File: src/mnp_pkg.sv
// constants for the nrpn parameter control block
package mnp_pkg;
   // control change numbers
   localparam logic [6:0] CC_DATA_MSB = 7'h06;
   localparam logic [6:0] CC_DATA_LSB = 7'h26;
   localparam logic [6:0] CC_DATA_INC = 7'h60;
   localparam logic [6:0] CC_DATA_DEC = 7'h61;
   localparam logic [6:0] CC_NRPN_LSB = 7'h62;
   localparam logic [6:0] CC_NRPN_MSB = 7'h63;
   localparam logic [6:0] CC_RPN_LSB  = 7'h64;
   localparam logic [6:0] CC_RPN_MSB  = 7'h65;
   localparam logic [6:0] BYTE_NULL   = 7'h7f;
   // holding value scale
   localparam logic [13:0] VAL_MAX   = 14'h3fff;
   localparam logic [13:0] VAL_MID   = 14'h2000;
   localparam logic [13:0] VAL_STEP  = 14'h0080;
   localparam logic [13:0] VAL_ON    = 14'h3f80;
   localparam logic [13:0] VAL_OFF   = 14'h0000;
   // parameter number ranges and store slots
   localparam int          NUM_SLOTS   = 62;
   localparam logic [13:0] P_BYPASS    = 14'h0080;
   localparam logic [13:0] P_CMP_FIRST = 14'h0100;
   localparam logic [13:0] P_CMP_LAST  = 14'h0109;
   localparam logic [13:0] P_EXP_FIRST = 14'h0114;
   localparam logic [13:0] P_EXP_LAST  = 14'h0118;
   localparam logic [13:0] P_DEQ_FIRST = 14'h0200;
   localparam logic [13:0] P_DEQ_LAST  = 14'h020c;
   localparam logic [13:0] P_CEQ_FIRST = 14'h0300;
   localparam logic [13:0] P_CEQ_LAST  = 14'h0320;
   localparam logic [5:0]  SLOT_CMP    = 6'h01;
   localparam logic [5:0]  SLOT_EXP    = 6'h0b;
   localparam logic [5:0]  SLOT_DEQ    = 6'h10;
   localparam logic [5:0]  SLOT_CEQ    = 6'h1d;
   // transmit sequencer states
   typedef enum logic [2:0] {
      MNP_TX_IDLE, MNP_TX_NHI, MNP_TX_NLO, MNP_TX_DHI, MNP_TX_DLO, MNP_TX_RHI, MNP_TX_RLO
   } mnp_tx_state_t;
endpackage

File: src/mnp_param_map.sv
// maps a parameter number onto a store slot and its value class
`timescale 1ns/1ps
`default_nettype none
module mnp_param_map
   import mnp_pkg::*;
(
   // parameter number
   input  wire logic [13:0] num,
   // decode result
   output logic             listed,
   output logic [5:0]       slot,
   output logic             seven,
   output logic             onoff
);
   wire in_byp = (num == P_BYPASS);
   wire in_cmp = (num >= P_CMP_FIRST) && (num <= P_CMP_LAST);
   wire in_exp = (num >= P_EXP_FIRST) && (num <= P_EXP_LAST);
   wire in_deq = (num >= P_DEQ_FIRST) && (num <= P_DEQ_LAST);
   wire in_ceq = (num >= P_CEQ_FIRST) && (num <= P_CEQ_LAST);
   wire [13:0] off_cmp = num - P_CMP_FIRST;
   wire [13:0] off_exp = num - P_EXP_FIRST;
   wire [13:0] off_deq = num - P_DEQ_FIRST;
   wire [13:0] off_ceq = num - P_CEQ_FIRST;
   // reserved and unlisted numbers decode as not listed
   assign listed = in_byp | in_cmp | in_exp | in_deq | in_ceq;
   assign slot = in_cmp ? SLOT_CMP + off_cmp[5:0] :
                 in_exp ? SLOT_EXP + off_exp[5:0] :
                 in_deq ? SLOT_DEQ + off_deq[5:0] :
                 in_ceq ? SLOT_CEQ + off_ceq[5:0] : 6'h00;
   // bypass, enables, link, curve, rectifier and eq q are on/off or short lists
   assign onoff = in_byp
                | (in_cmp && (off_cmp[3:0] == 4'h0 || off_cmp[3:0] == 4'h9))
                | (in_deq && off_deq[3:0] == 4'h0)
                | (in_ceq && off_ceq[5:0] == 6'h00);
   assign seven = onoff
                | (in_cmp && (off_cmp[3:0] == 4'h7 || off_cmp[3:0] == 4'h8))
                | (in_exp && off_exp[2:0] == 3'h0)
                | (in_deq && (off_deq[3:0] == 4'h3 || off_deq[3:0] == 4'h6
                              || off_deq[3:0] == 4'h9 || off_deq[3:0] == 4'hc));
endmodule
`default_nettype wire

File: src/mnp_nrpn_ctrl.sv
// nrpn parameter control interpreter with parameter store and transmit sequencer
`timescale 1ns/1ps
`default_nettype none
module mnp_nrpn_ctrl
   import mnp_pkg::*;
#(
   parameter logic [13:0] STORE_RESET = VAL_MID
)
(
   // clock and reset
   input  wire logic        clk,
   input  wire logic        nrst,
   // decoded control changes from the receiver, same clock
   input  wire logic        cc_valid,
   input  wire logic [3:0]  cc_chan,
   input  wire logic [6:0]  cc_num,
   input  wire logic [6:0]  cc_val,
   // configuration
   input  wire logic        rx_seven_only,
   // parameter updates to the processing engine
   output logic             apply_valid,
   output logic [13:0]      apply_param,
   output logic [13:0]      apply_value,
   output logic             sel_active,
   // local change requests to transmit
   input  wire logic        tx_req,
   input  wire logic [13:0] tx_param,
   input  wire logic [3:0]  tx_chan_in,
   output logic             tx_busy,
   // outgoing control changes
   output logic             tx_valid,
   input  wire logic        tx_ready,
   output logic [3:0]       tx_chan,
   output logic [6:0]       tx_num,
   output logic [6:0]       tx_val
);
   // a six-bit slot index cannot reach a larger store
   if (NUM_SLOTS > 64)
   begin : g_slot_check
      $error("slot index too narrow");
   end

   function automatic logic [13:0] step_val(input logic [13:0] v, input logic up);
      if (up)
         step_val = (v > VAL_MAX - VAL_STEP) ? VAL_MAX : v + VAL_STEP;
      else
         step_val = (v < VAL_STEP) ? 14'h0000 : v - VAL_STEP;
   endfunction

   function automatic logic [13:0] norm_val(input logic [13:0] v, input logic oo);
      // upper half (byte 0x40 and above) means on
      norm_val = oo ? (v[13] ? VAL_ON : VAL_OFF) : v;
   endfunction

   logic [13:0] store [NUM_SLOTS];
   logic [6:0]  num_hi;
   logic [6:0]  num_lo;
   logic        got_hi;
   logic        got_lo;
   logic [3:0]  sel_chan;
   logic [13:0] sel_num;
   logic [5:0]  sel_slot;
   logic        sel_seven;
   logic        sel_onoff;
   logic        pending;
   logic [13:0] hold;

   // message decode
   wire is_nhi = cc_valid && cc_num == CC_NRPN_MSB;
   wire is_nlo = cc_valid && cc_num == CC_NRPN_LSB;
   wire is_rpn = cc_valid && (cc_num == CC_RPN_MSB || cc_num == CC_RPN_LSB);
   wire is_dhi = cc_valid && cc_num == CC_DATA_MSB;
   wire is_dlo = cc_valid && cc_num == CC_DATA_LSB;
   wire is_inc = cc_valid && cc_num == CC_DATA_INC;
   wire is_dec = cc_valid && cc_num == CC_DATA_DEC;
   wire is_data = is_dhi | is_dlo | is_inc | is_dec;

   wire [6:0]  cand_hi = is_nhi ? cc_val : num_hi;
   wire [6:0]  cand_lo = is_nlo ? cc_val : num_lo;
   wire [13:0] cand_num = {cand_hi, cand_lo};
   wire        num_bad = (is_nhi | is_nlo) && cc_val == BYTE_NULL;
   wire        do_select = ((is_nhi && got_lo) || (is_nlo && got_hi)) && !num_bad;
   wire        do_null = num_bad || (is_rpn && cc_val == BYTE_NULL);
   wire        cand_listed;
   wire [5:0]  cand_slot;
   wire        cand_seven;
   wire        cand_onoff;

   mnp_param_map u_rx_map (
      .num    (cand_num),
      .listed (cand_listed),
      .slot   (cand_slot),
      .seven  (cand_seven),
      .onoff  (cand_onoff)
   );

   // data handling
   wire chan_bad = is_data && sel_active && cc_chan != sel_chan;
   wire data_ok = is_data && sel_active && !chan_bad;
   wire seven_eff = sel_seven | rx_seven_only;
   wire apply_hi = data_ok && is_dhi && seven_eff;
   wire pend_set = data_ok && is_dhi && !seven_eff;
   wire apply_lo = data_ok && is_dlo && !seven_eff;
   wire apply_step = data_ok && (is_inc | is_dec);
   wire commit_prev = (do_select | do_null) && pending;
   wire [13:0] next_hold = (data_ok && is_dhi) ? {cc_val, 7'h00} :
                           apply_lo ? {hold[13:7], cc_val} :
                           apply_step ? step_val(hold, is_inc) : hold;
   wire        wr_en = commit_prev | apply_hi | apply_lo | apply_step;
   wire [13:0] wr_val = norm_val(next_hold, sel_onoff);
   // same parameter reselected: the committed value wins over the stale slot
   wire [13:0] load_val = (commit_prev && cand_slot == sel_slot) ? wr_val : store[cand_slot];

   always_ff @(posedge clk or negedge nrst)
   begin
      if (!nrst)
      begin
         for (int i = 0; i < NUM_SLOTS; i++)
            store[i] <= STORE_RESET;
      end
      else if (wr_en)
      begin
         store[sel_slot] <= wr_val;
      end
   end

   always_ff @(posedge clk or negedge nrst)
   begin
      if (!nrst)
      begin
         num_hi <= 7'h00;
         num_lo <= 7'h00;
         got_hi <= 1'b0;
         got_lo <= 1'b0;
      end
      else
      begin
         num_hi <= cand_hi;
         num_lo <= cand_lo;
         got_hi <= !(do_select | do_null | chan_bad) && (got_hi | is_nhi);
         got_lo <= !(do_select | do_null | chan_bad) && (got_lo | is_nlo);
      end
   end

   always_ff @(posedge clk or negedge nrst)
   begin
      if (!nrst)
      begin
         sel_active <= 1'b0;
         sel_chan   <= 4'h0;
         sel_num    <= 14'h0000;
         sel_slot   <= 6'h00;
         sel_seven  <= 1'b0;
         sel_onoff  <= 1'b0;
         hold       <= 14'h0000;
      end
      else if (do_select)
      begin
         sel_active <= cand_listed;
         sel_chan   <= cc_chan;
         sel_num    <= cand_num;
         sel_slot   <= cand_slot;
         sel_seven  <= cand_seven;
         sel_onoff  <= cand_onoff;
         hold       <= load_val;
      end
      else if (do_null || chan_bad)
      begin
         sel_active <= 1'b0;
      end
      else
      begin
         hold <= next_hold;
      end
   end

   always_ff @(posedge clk or negedge nrst)
   begin
      if (!nrst)
      begin
         pending     <= 1'b0;
         apply_valid <= 1'b0;
         apply_param <= 14'h0000;
         apply_value <= 14'h0000;
      end
      else
      begin
         pending     <= pend_set || (pending && !(apply_lo | apply_step | do_select
                                                   | do_null | chan_bad));
         apply_valid <= wr_en;
         apply_param <= wr_en ? sel_num : apply_param;
         apply_value <= wr_en ? wr_val : apply_value;
      end
   end

   // transmit sequencer
   mnp_tx_state_t tx_state;
   mnp_tx_state_t next_tx_state;
   logic [13:0]   tx_pnum;
   logic [13:0]   tx_word;
   logic          tx_seven;
   logic [6:0]    next_tx_num;
   logic [6:0]    next_tx_val;
   wire           tx_listed;
   wire [5:0]     tx_slot;
   wire           tx_seven_map;

   mnp_param_map u_tx_map (
      .num    (tx_param),
      .listed (tx_listed),
      .slot   (tx_slot),
      .seven  (tx_seven_map),
      .onoff  ()
   );

   // unlisted local requests are dropped; requests while busy are refused
   wire tx_start = tx_req && tx_listed && tx_state == MNP_TX_IDLE;
   wire tx_step = tx_start || (tx_valid && tx_ready);

   always_comb
   begin
      next_tx_state = tx_state;
      case (tx_state)
         MNP_TX_IDLE: next_tx_state = MNP_TX_NHI;
         MNP_TX_NHI:  next_tx_state = MNP_TX_NLO;
         MNP_TX_NLO:  next_tx_state = MNP_TX_DHI;
         MNP_TX_DHI:  next_tx_state = tx_seven ? MNP_TX_RHI : MNP_TX_DLO;
         MNP_TX_DLO:  next_tx_state = MNP_TX_RHI;
         MNP_TX_RHI:  next_tx_state = MNP_TX_RLO;
         MNP_TX_RLO:  next_tx_state = MNP_TX_IDLE;
         default:     next_tx_state = MNP_TX_IDLE;
      endcase
   end

   // pair for the state being entered; nhi is only entered from idle on a taken request
   wire [13:0] next_tx_pair = (next_tx_state == MNP_TX_NHI) ? {CC_NRPN_MSB, tx_param[13:7]} :
                              (next_tx_state == MNP_TX_NLO) ? {CC_NRPN_LSB, tx_pnum[6:0]} :
                              (next_tx_state == MNP_TX_DHI) ? {CC_DATA_MSB, tx_word[13:7]} :
                              (next_tx_state == MNP_TX_DLO) ? {CC_DATA_LSB, tx_word[6:0]} :
                              (next_tx_state == MNP_TX_RHI) ? {CC_RPN_MSB, BYTE_NULL} :
                              (next_tx_state == MNP_TX_RLO) ? {CC_RPN_LSB, BYTE_NULL} : 14'h0000;
   assign next_tx_num = next_tx_pair[13:7];
   assign next_tx_val = next_tx_pair[6:0];

   always_ff @(posedge clk or negedge nrst)
   begin
      if (!nrst)
      begin
         tx_state <= MNP_TX_IDLE;
         tx_pnum  <= 14'h0000;
         tx_word  <= 14'h0000;
         tx_seven <= 1'b0;
         tx_chan  <= 4'h0;
         tx_valid <= 1'b0;
         tx_num   <= 7'h00;
         tx_val   <= 7'h00;
         tx_busy  <= 1'b0;
      end
      else if (tx_step)
      begin
         tx_state <= next_tx_state;
         tx_pnum  <= tx_start ? tx_param : tx_pnum;
         // on/off slots hold 0 or 0x3f80 once written (STORE_RESET until then), so msb then goes out as 0 or 0x7f
         tx_word  <= tx_start ? store[tx_slot] : tx_word;
         tx_seven <= tx_start ? tx_seven_map : tx_seven;
         tx_chan  <= tx_start ? tx_chan_in : tx_chan;
         tx_valid <= next_tx_state != MNP_TX_IDLE;
         tx_num   <= next_tx_num;
         tx_val   <= next_tx_val;
         tx_busy  <= next_tx_state != MNP_TX_IDLE;
      end
   end
endmodule
`default_nettype wire

File: config.mk
export PLATFORM = sky130hd
export DESIGN_NAME = mnp_nrpn_ctrl
export DESIGN_NICKNAME = d
export VERILOG_FILES = /design/src/mnp_pkg.sv /design/src/mnp_param_map.sv /design/src/mnp_nrpn_ctrl.sv
export SDC_FILE = /design/constraint.sdc
export NUM_CORES = 2
export LEC_CHECK = 0
export BUFFER_PORTS_ARGS = -buffer_cell sky130_fd_sc_hd__clkbuf_2
export CAP_MARGIN = 20
export CELL_PAD_IN_SITES_DETAIL_PLACEMENT = 0
export CELL_PAD_IN_SITES_GLOBAL_PLACEMENT = 1
export CORE_UTILIZATION = 44
export DETAILED_ROUTE_END_ITERATION = 6
export GPL_ROUTABILITY_DRIVEN = 0
export PLACE_DENSITY_LB_ADDON = 0.25
export SKIP_LAST_GASP = 1
export SYNTH_ARGS = -nofsm -noshare
export SYNTH_HDL_FRONTEND = slang
export SYNTH_SLANG_ARGS = --single-unit
File: constraint.sdc
create_clock -name clk -period 5.4 [get_ports clk]
set_input_delay 0.27 -clock clk [delete_from_list [all_inputs] [get_ports clk]]
set_output_delay 0.27 -clock clk [all_outputs]
set_load 0.02 [all_outputs]
==> flow_summary.json <==
{
  "status": "complete, but fails checks",
  "violations": "design-rule violations",
  "tritoncts_clock_tree": "yes",
  "worst_clock_skew_on_the_final_layout_ns": 0.0509,
  "synth_top_area_share": 0.425,
  "std_cell_rows": 129,
  "layout.filler_cells": 11800,
  "post-route-min-period_ns": 5.22,
  "worstHoldPathType": "in -> reg",
  "yosys.area_share.xor_xnor": 0.00318,
  "synth-simple-area-share": 0.257,
  "area_delta_synth_final_pct": 15.9,
  "fp.dieArea_um2": 127000,
  "dp_hpwl_um": 164000,
  "critical_path_arrival_ns": 5.94,
  "netlist_instances": 7109,
  "wire_per_inst_um": 27.0,
  "die_height_um": 356,
  "peakVddDrop_mv": 0.256,
  "setup_slack_reg_to_reg_ns": 0.39,
  "synth.avg_cell_area_um2": 7.75,
  "rsz_0062_raised_after_global_routing": "no",
  "grt_max_degree": 139,
  "cp_cell_sequence": "dlygate4sd3_1 -> clkbuf_2 -> and4b_1 -> nand2_4 -> mux2i_1 -> ha_1 -> or4bb_1 -> a211oi_1 -> o2bb2a_1 -> a21bo_2 -> a2bb2oi_4 -> buf_12 -> buf_4 -> buf_4 -> nand2_1 -> and3_1 -> a211oi_1 -> nor3_1 -> nor4_1 -> buf_4 -> a22o_1 -> a311o_1",
  "detailed_route_drc_error_count": 14,
  "min_from": "tx_param[10]",
  "clock_tree.htree_level_count": 3,
  "initial_utilization": 0.444,
  "clk_latency_ns": 0.79,
  "synth_top_area_cell": "dfrtp_1",
  "synth.mux.area_fraction": 0.0435,
  "routed-via-count": 54900,
  "final-max-slew-violation-count": 0,
  "tritoncts_num_sinks": 997,
  "die_w_um": 356,
  "cts.reportedPaths.clkPinSlew_ns": 0.07,
  "synth-edff-count": 0,
  "gr-usage-all-layers": 0.376,
  "worst_r2r_path_depth": 17,
  "drt_iter0_markers": 7882,
  "critPathMaxStageDelay_ns": 0.54,
  "dp.cells": 8637,
  "grt_pass1_wl_um": 354000,
  "synth.yosys.seq_area_share": 0.455,
  "worst_setup_path_endpoint": "hold[5]",
  "design.portCount": 92,
  "grt_pass1_vias": 51200,
  "count_of_synthesis_stage_warnings_from_yosys": 0,
  "cts_made_buffers": 116,
  "syn_area_um2": 55100,
  "cap_violations": 0,
  "layout.cell_area.non_filler_um2": 63800,
  "timing.critical_path.fanout_max": 15,
  "critical_path.slowest_cell": "nor4_1",
  "gr-total-overflow": 0,
  "final_antenna_net_count": 0,
  "routed_wirelength_um": 240000,
  "postCtsSetupRepairBufs": 0,
  "layout.cells.non_filler": 8879,
  "final_nets": 7208,
  "cp-end-kind": "register",
  "clk_root_buffer_cell": "clkbuf_16",
  "power_density_nw_per_um2": 298,
  "achievable-frequency_mhz": 192,
  "synth_compound_gate_area_share": 0.189,
  "synth.distinct_cells": 98,
  "timing.critical_path.mode_cell": "buf_4",
  "maxSlewHeadroom": 0.234,
  "placed_area_um2": 59400,
  "timing_hold_violations_final": 0,
  "synth_seq_cells": 997,
  "timing.critical_path.from": "cc_num[5]",
  "worst_ep_required_time_ns": 6.12,
  "port_buffers": 89,
  "drt_pre_antenna_iters": 7,
  "grt_antenna_before_repair": 12,
  "p_leak_nw": 26.7,
  "start_kind": "input pin",
  "synth_adder_area_share": 0.00591,
  "worstReg2RegEnd": "hold[5]",
  "synth.top_cells.by_area": "dfrtp_1 42%, nand2_1 16%, o21ai_0 9.1%",
  "rr_startpoint": "num_hi[4]",
  "setup_tns_ns": 0,
  "synth_top_family_by_area": "simple AND/OR/NAND/NOR gates",
  "via_per_inst": 6.19,
  "synth_async_sr_flop_share": 1.00,
  "setup_viol": 0,
  "post_route_cells_drive_above_1_share": 0.126,
  "hold-worst-slack_ns": 0.0515,
  "min_period_over_period": 0.966,
  "tightest_slew_ns": 1.15,
  "cts.path.max_buffers": 3,
  "predominant_post_synthesis_flop_cell": "dfrtp_1",
  "core_region_area_um2": 124000,
  "worst-setup-path-type": "in -> reg"
}
## kinds of logic (layout without fill, tap and decap cells)
family	Yosys count	after routing
AO/OA/AOI/OAI	1774	1774
XOR/XNOR	20	20
adder cells (fa/ha/maj)	26	26
buffers and inverters	650	781
flip-flops	997	997
multiplexers	227	227
other	1	3
AND/OR/NAND/NOR	3414	3414
## Yosys cell counts (40+ instances only)
| cell type | n |
|---|---|
| nand4_1 | 40 |
| buf_2 | 86 |
| mux2i_1 | 146 |
| a211oi_1 | 64 |
| a31oi_1 | 138 |
| nor3_1 | 68 |
| and3_1 | 134 |
| buf_1 | 66 |
| nor2_1 | 313 |
| a32oi_1 | 54 |
| o21ai_0 | 1001 |
| dfstp_2 | 62 |
| clkbuf_1 | 453 |
| nand2_1 | 2411 |
| mux2_2 | 78 |
| o22ai_1 | 60 |
| a21oi_1 | 211 |
| nand3_1 | 321 |
| dfrtp_1 | 935 |
## registers in the layout (all words and copies together), names as in the netlist, 3 cells and up
name and count:
apply_param 14, apply_value 14, hold 14, num_hi 7, num_lo 7, sel_chan 4, sel_num 14, sel_slot 6
store 868, tx_chan 4, tx_num 5, tx_pnum 7, tx_state 3, tx_val 7, tx_word 14
## worst max-delay path: cells and delay by family
kind | cells | cell delay (ns)
AOI/OAI and AO/OA | 7 | 1.62
adders and majority gates | 1 | 0.24
buffers and inverters | 6 | 1.62
and+or+nand+nor | 7 | 1.82
muxes | 1 | 0.33
## stage by stage
| stage | utilization | total power [mW] | worst slack [ns] |
|---|---|---|---|
| after floorplan | - | 9.10 | 0.475 |
| after global placement | 0.479 | 10.4 | 0.00553 |
| after detailed placement | 0.479 | 10.4 | -0.133 |
| after CTS | 0.514 | 19.0 | 0.226 |
| after global routing | 0.515 | 19.5 | 0.0145 |
| final | 0.515 | 19.0 | 0.184 |
## cell type report
type	count	area [um2]	area share
inverters	39	146	0.00229
flip-flops and latches	997	25000	0.392
clock inverters	61	885	0.0139
clock buffers	158	3280	0.0514
multi-input cells	5463	27700	0.434
diodes	1	2.50	0.0000392
well taps	1637	2050	0.0321
repair buffers	523	4760	0.0746
## per-layer routing
metal,wire length [um],global-route usage,vias to the layer above
met5,206,0,-
met4,16300,0.220,18
met3,26100,0.0927,788
met2,101000,0.550,3281
met1,95800,0.504,26400
li1,-,-,24500
## power by group
part | internal (mW) | switching [mW] | total (mW)
clock | 5.17 | 3.49 | 8.66
sequential | 7.57 | 0.105 | 7.67
combinational | 0.779 | 1.91 | 2.68
## worst min path at each step
| stage | endpoint | slack [ns] | cells past startpoint |
|---|---|---|---|
| 4_1_cts | tx_val[5] | 0.02 | 4 |
| 5_1_grt | num_hi[4] | 0.05 | 2 |
| 2_1_floorplan | apply_param[0] | -0.03 | 0 |
| 3_5_place_dp | apply_param[2] | 0.44 | 1 |
| 6_report | tx_val[3] | 0.05 | 5 |
| 3_3_place_gp | apply_param[2] | 0.44 | 1 |
## placed cells by master (no fill, tap or decap), drive strengths merged, types with 19 or more instances in the layout
cell / count
ha: 26
nand2: 2412
a22oi: 22
buf: 415
a2111oi: 33
a32oi: 54
and3: 134
dfrtp: 935
clkbuf: 247
nand3: 322
nor2: 313
dlygate4sd3: 19
a311oi: 37
a211oi: 64
mux2i: 147
a31oi: 138
bufinv: 19
clkinv: 34
nand4: 40
o221ai: 19
o21ai: 1009
a21oi: 213
dfstp: 62
o22ai: 61
xnor2: 19
inv: 40
nor3: 68
mux2: 79
## timing repair
| action | 4_1_cts | 5_1_grt |
|---|---|---|
| resized for setup | 0 | 3 |
| endpoints found under the setup margin | 0 | 3 |
| hold buffers | 19 | 0 |
| endpoints found under the hold margin | 98 | 0 |
No activity file was read; power rests on OpenSTA's default activity.
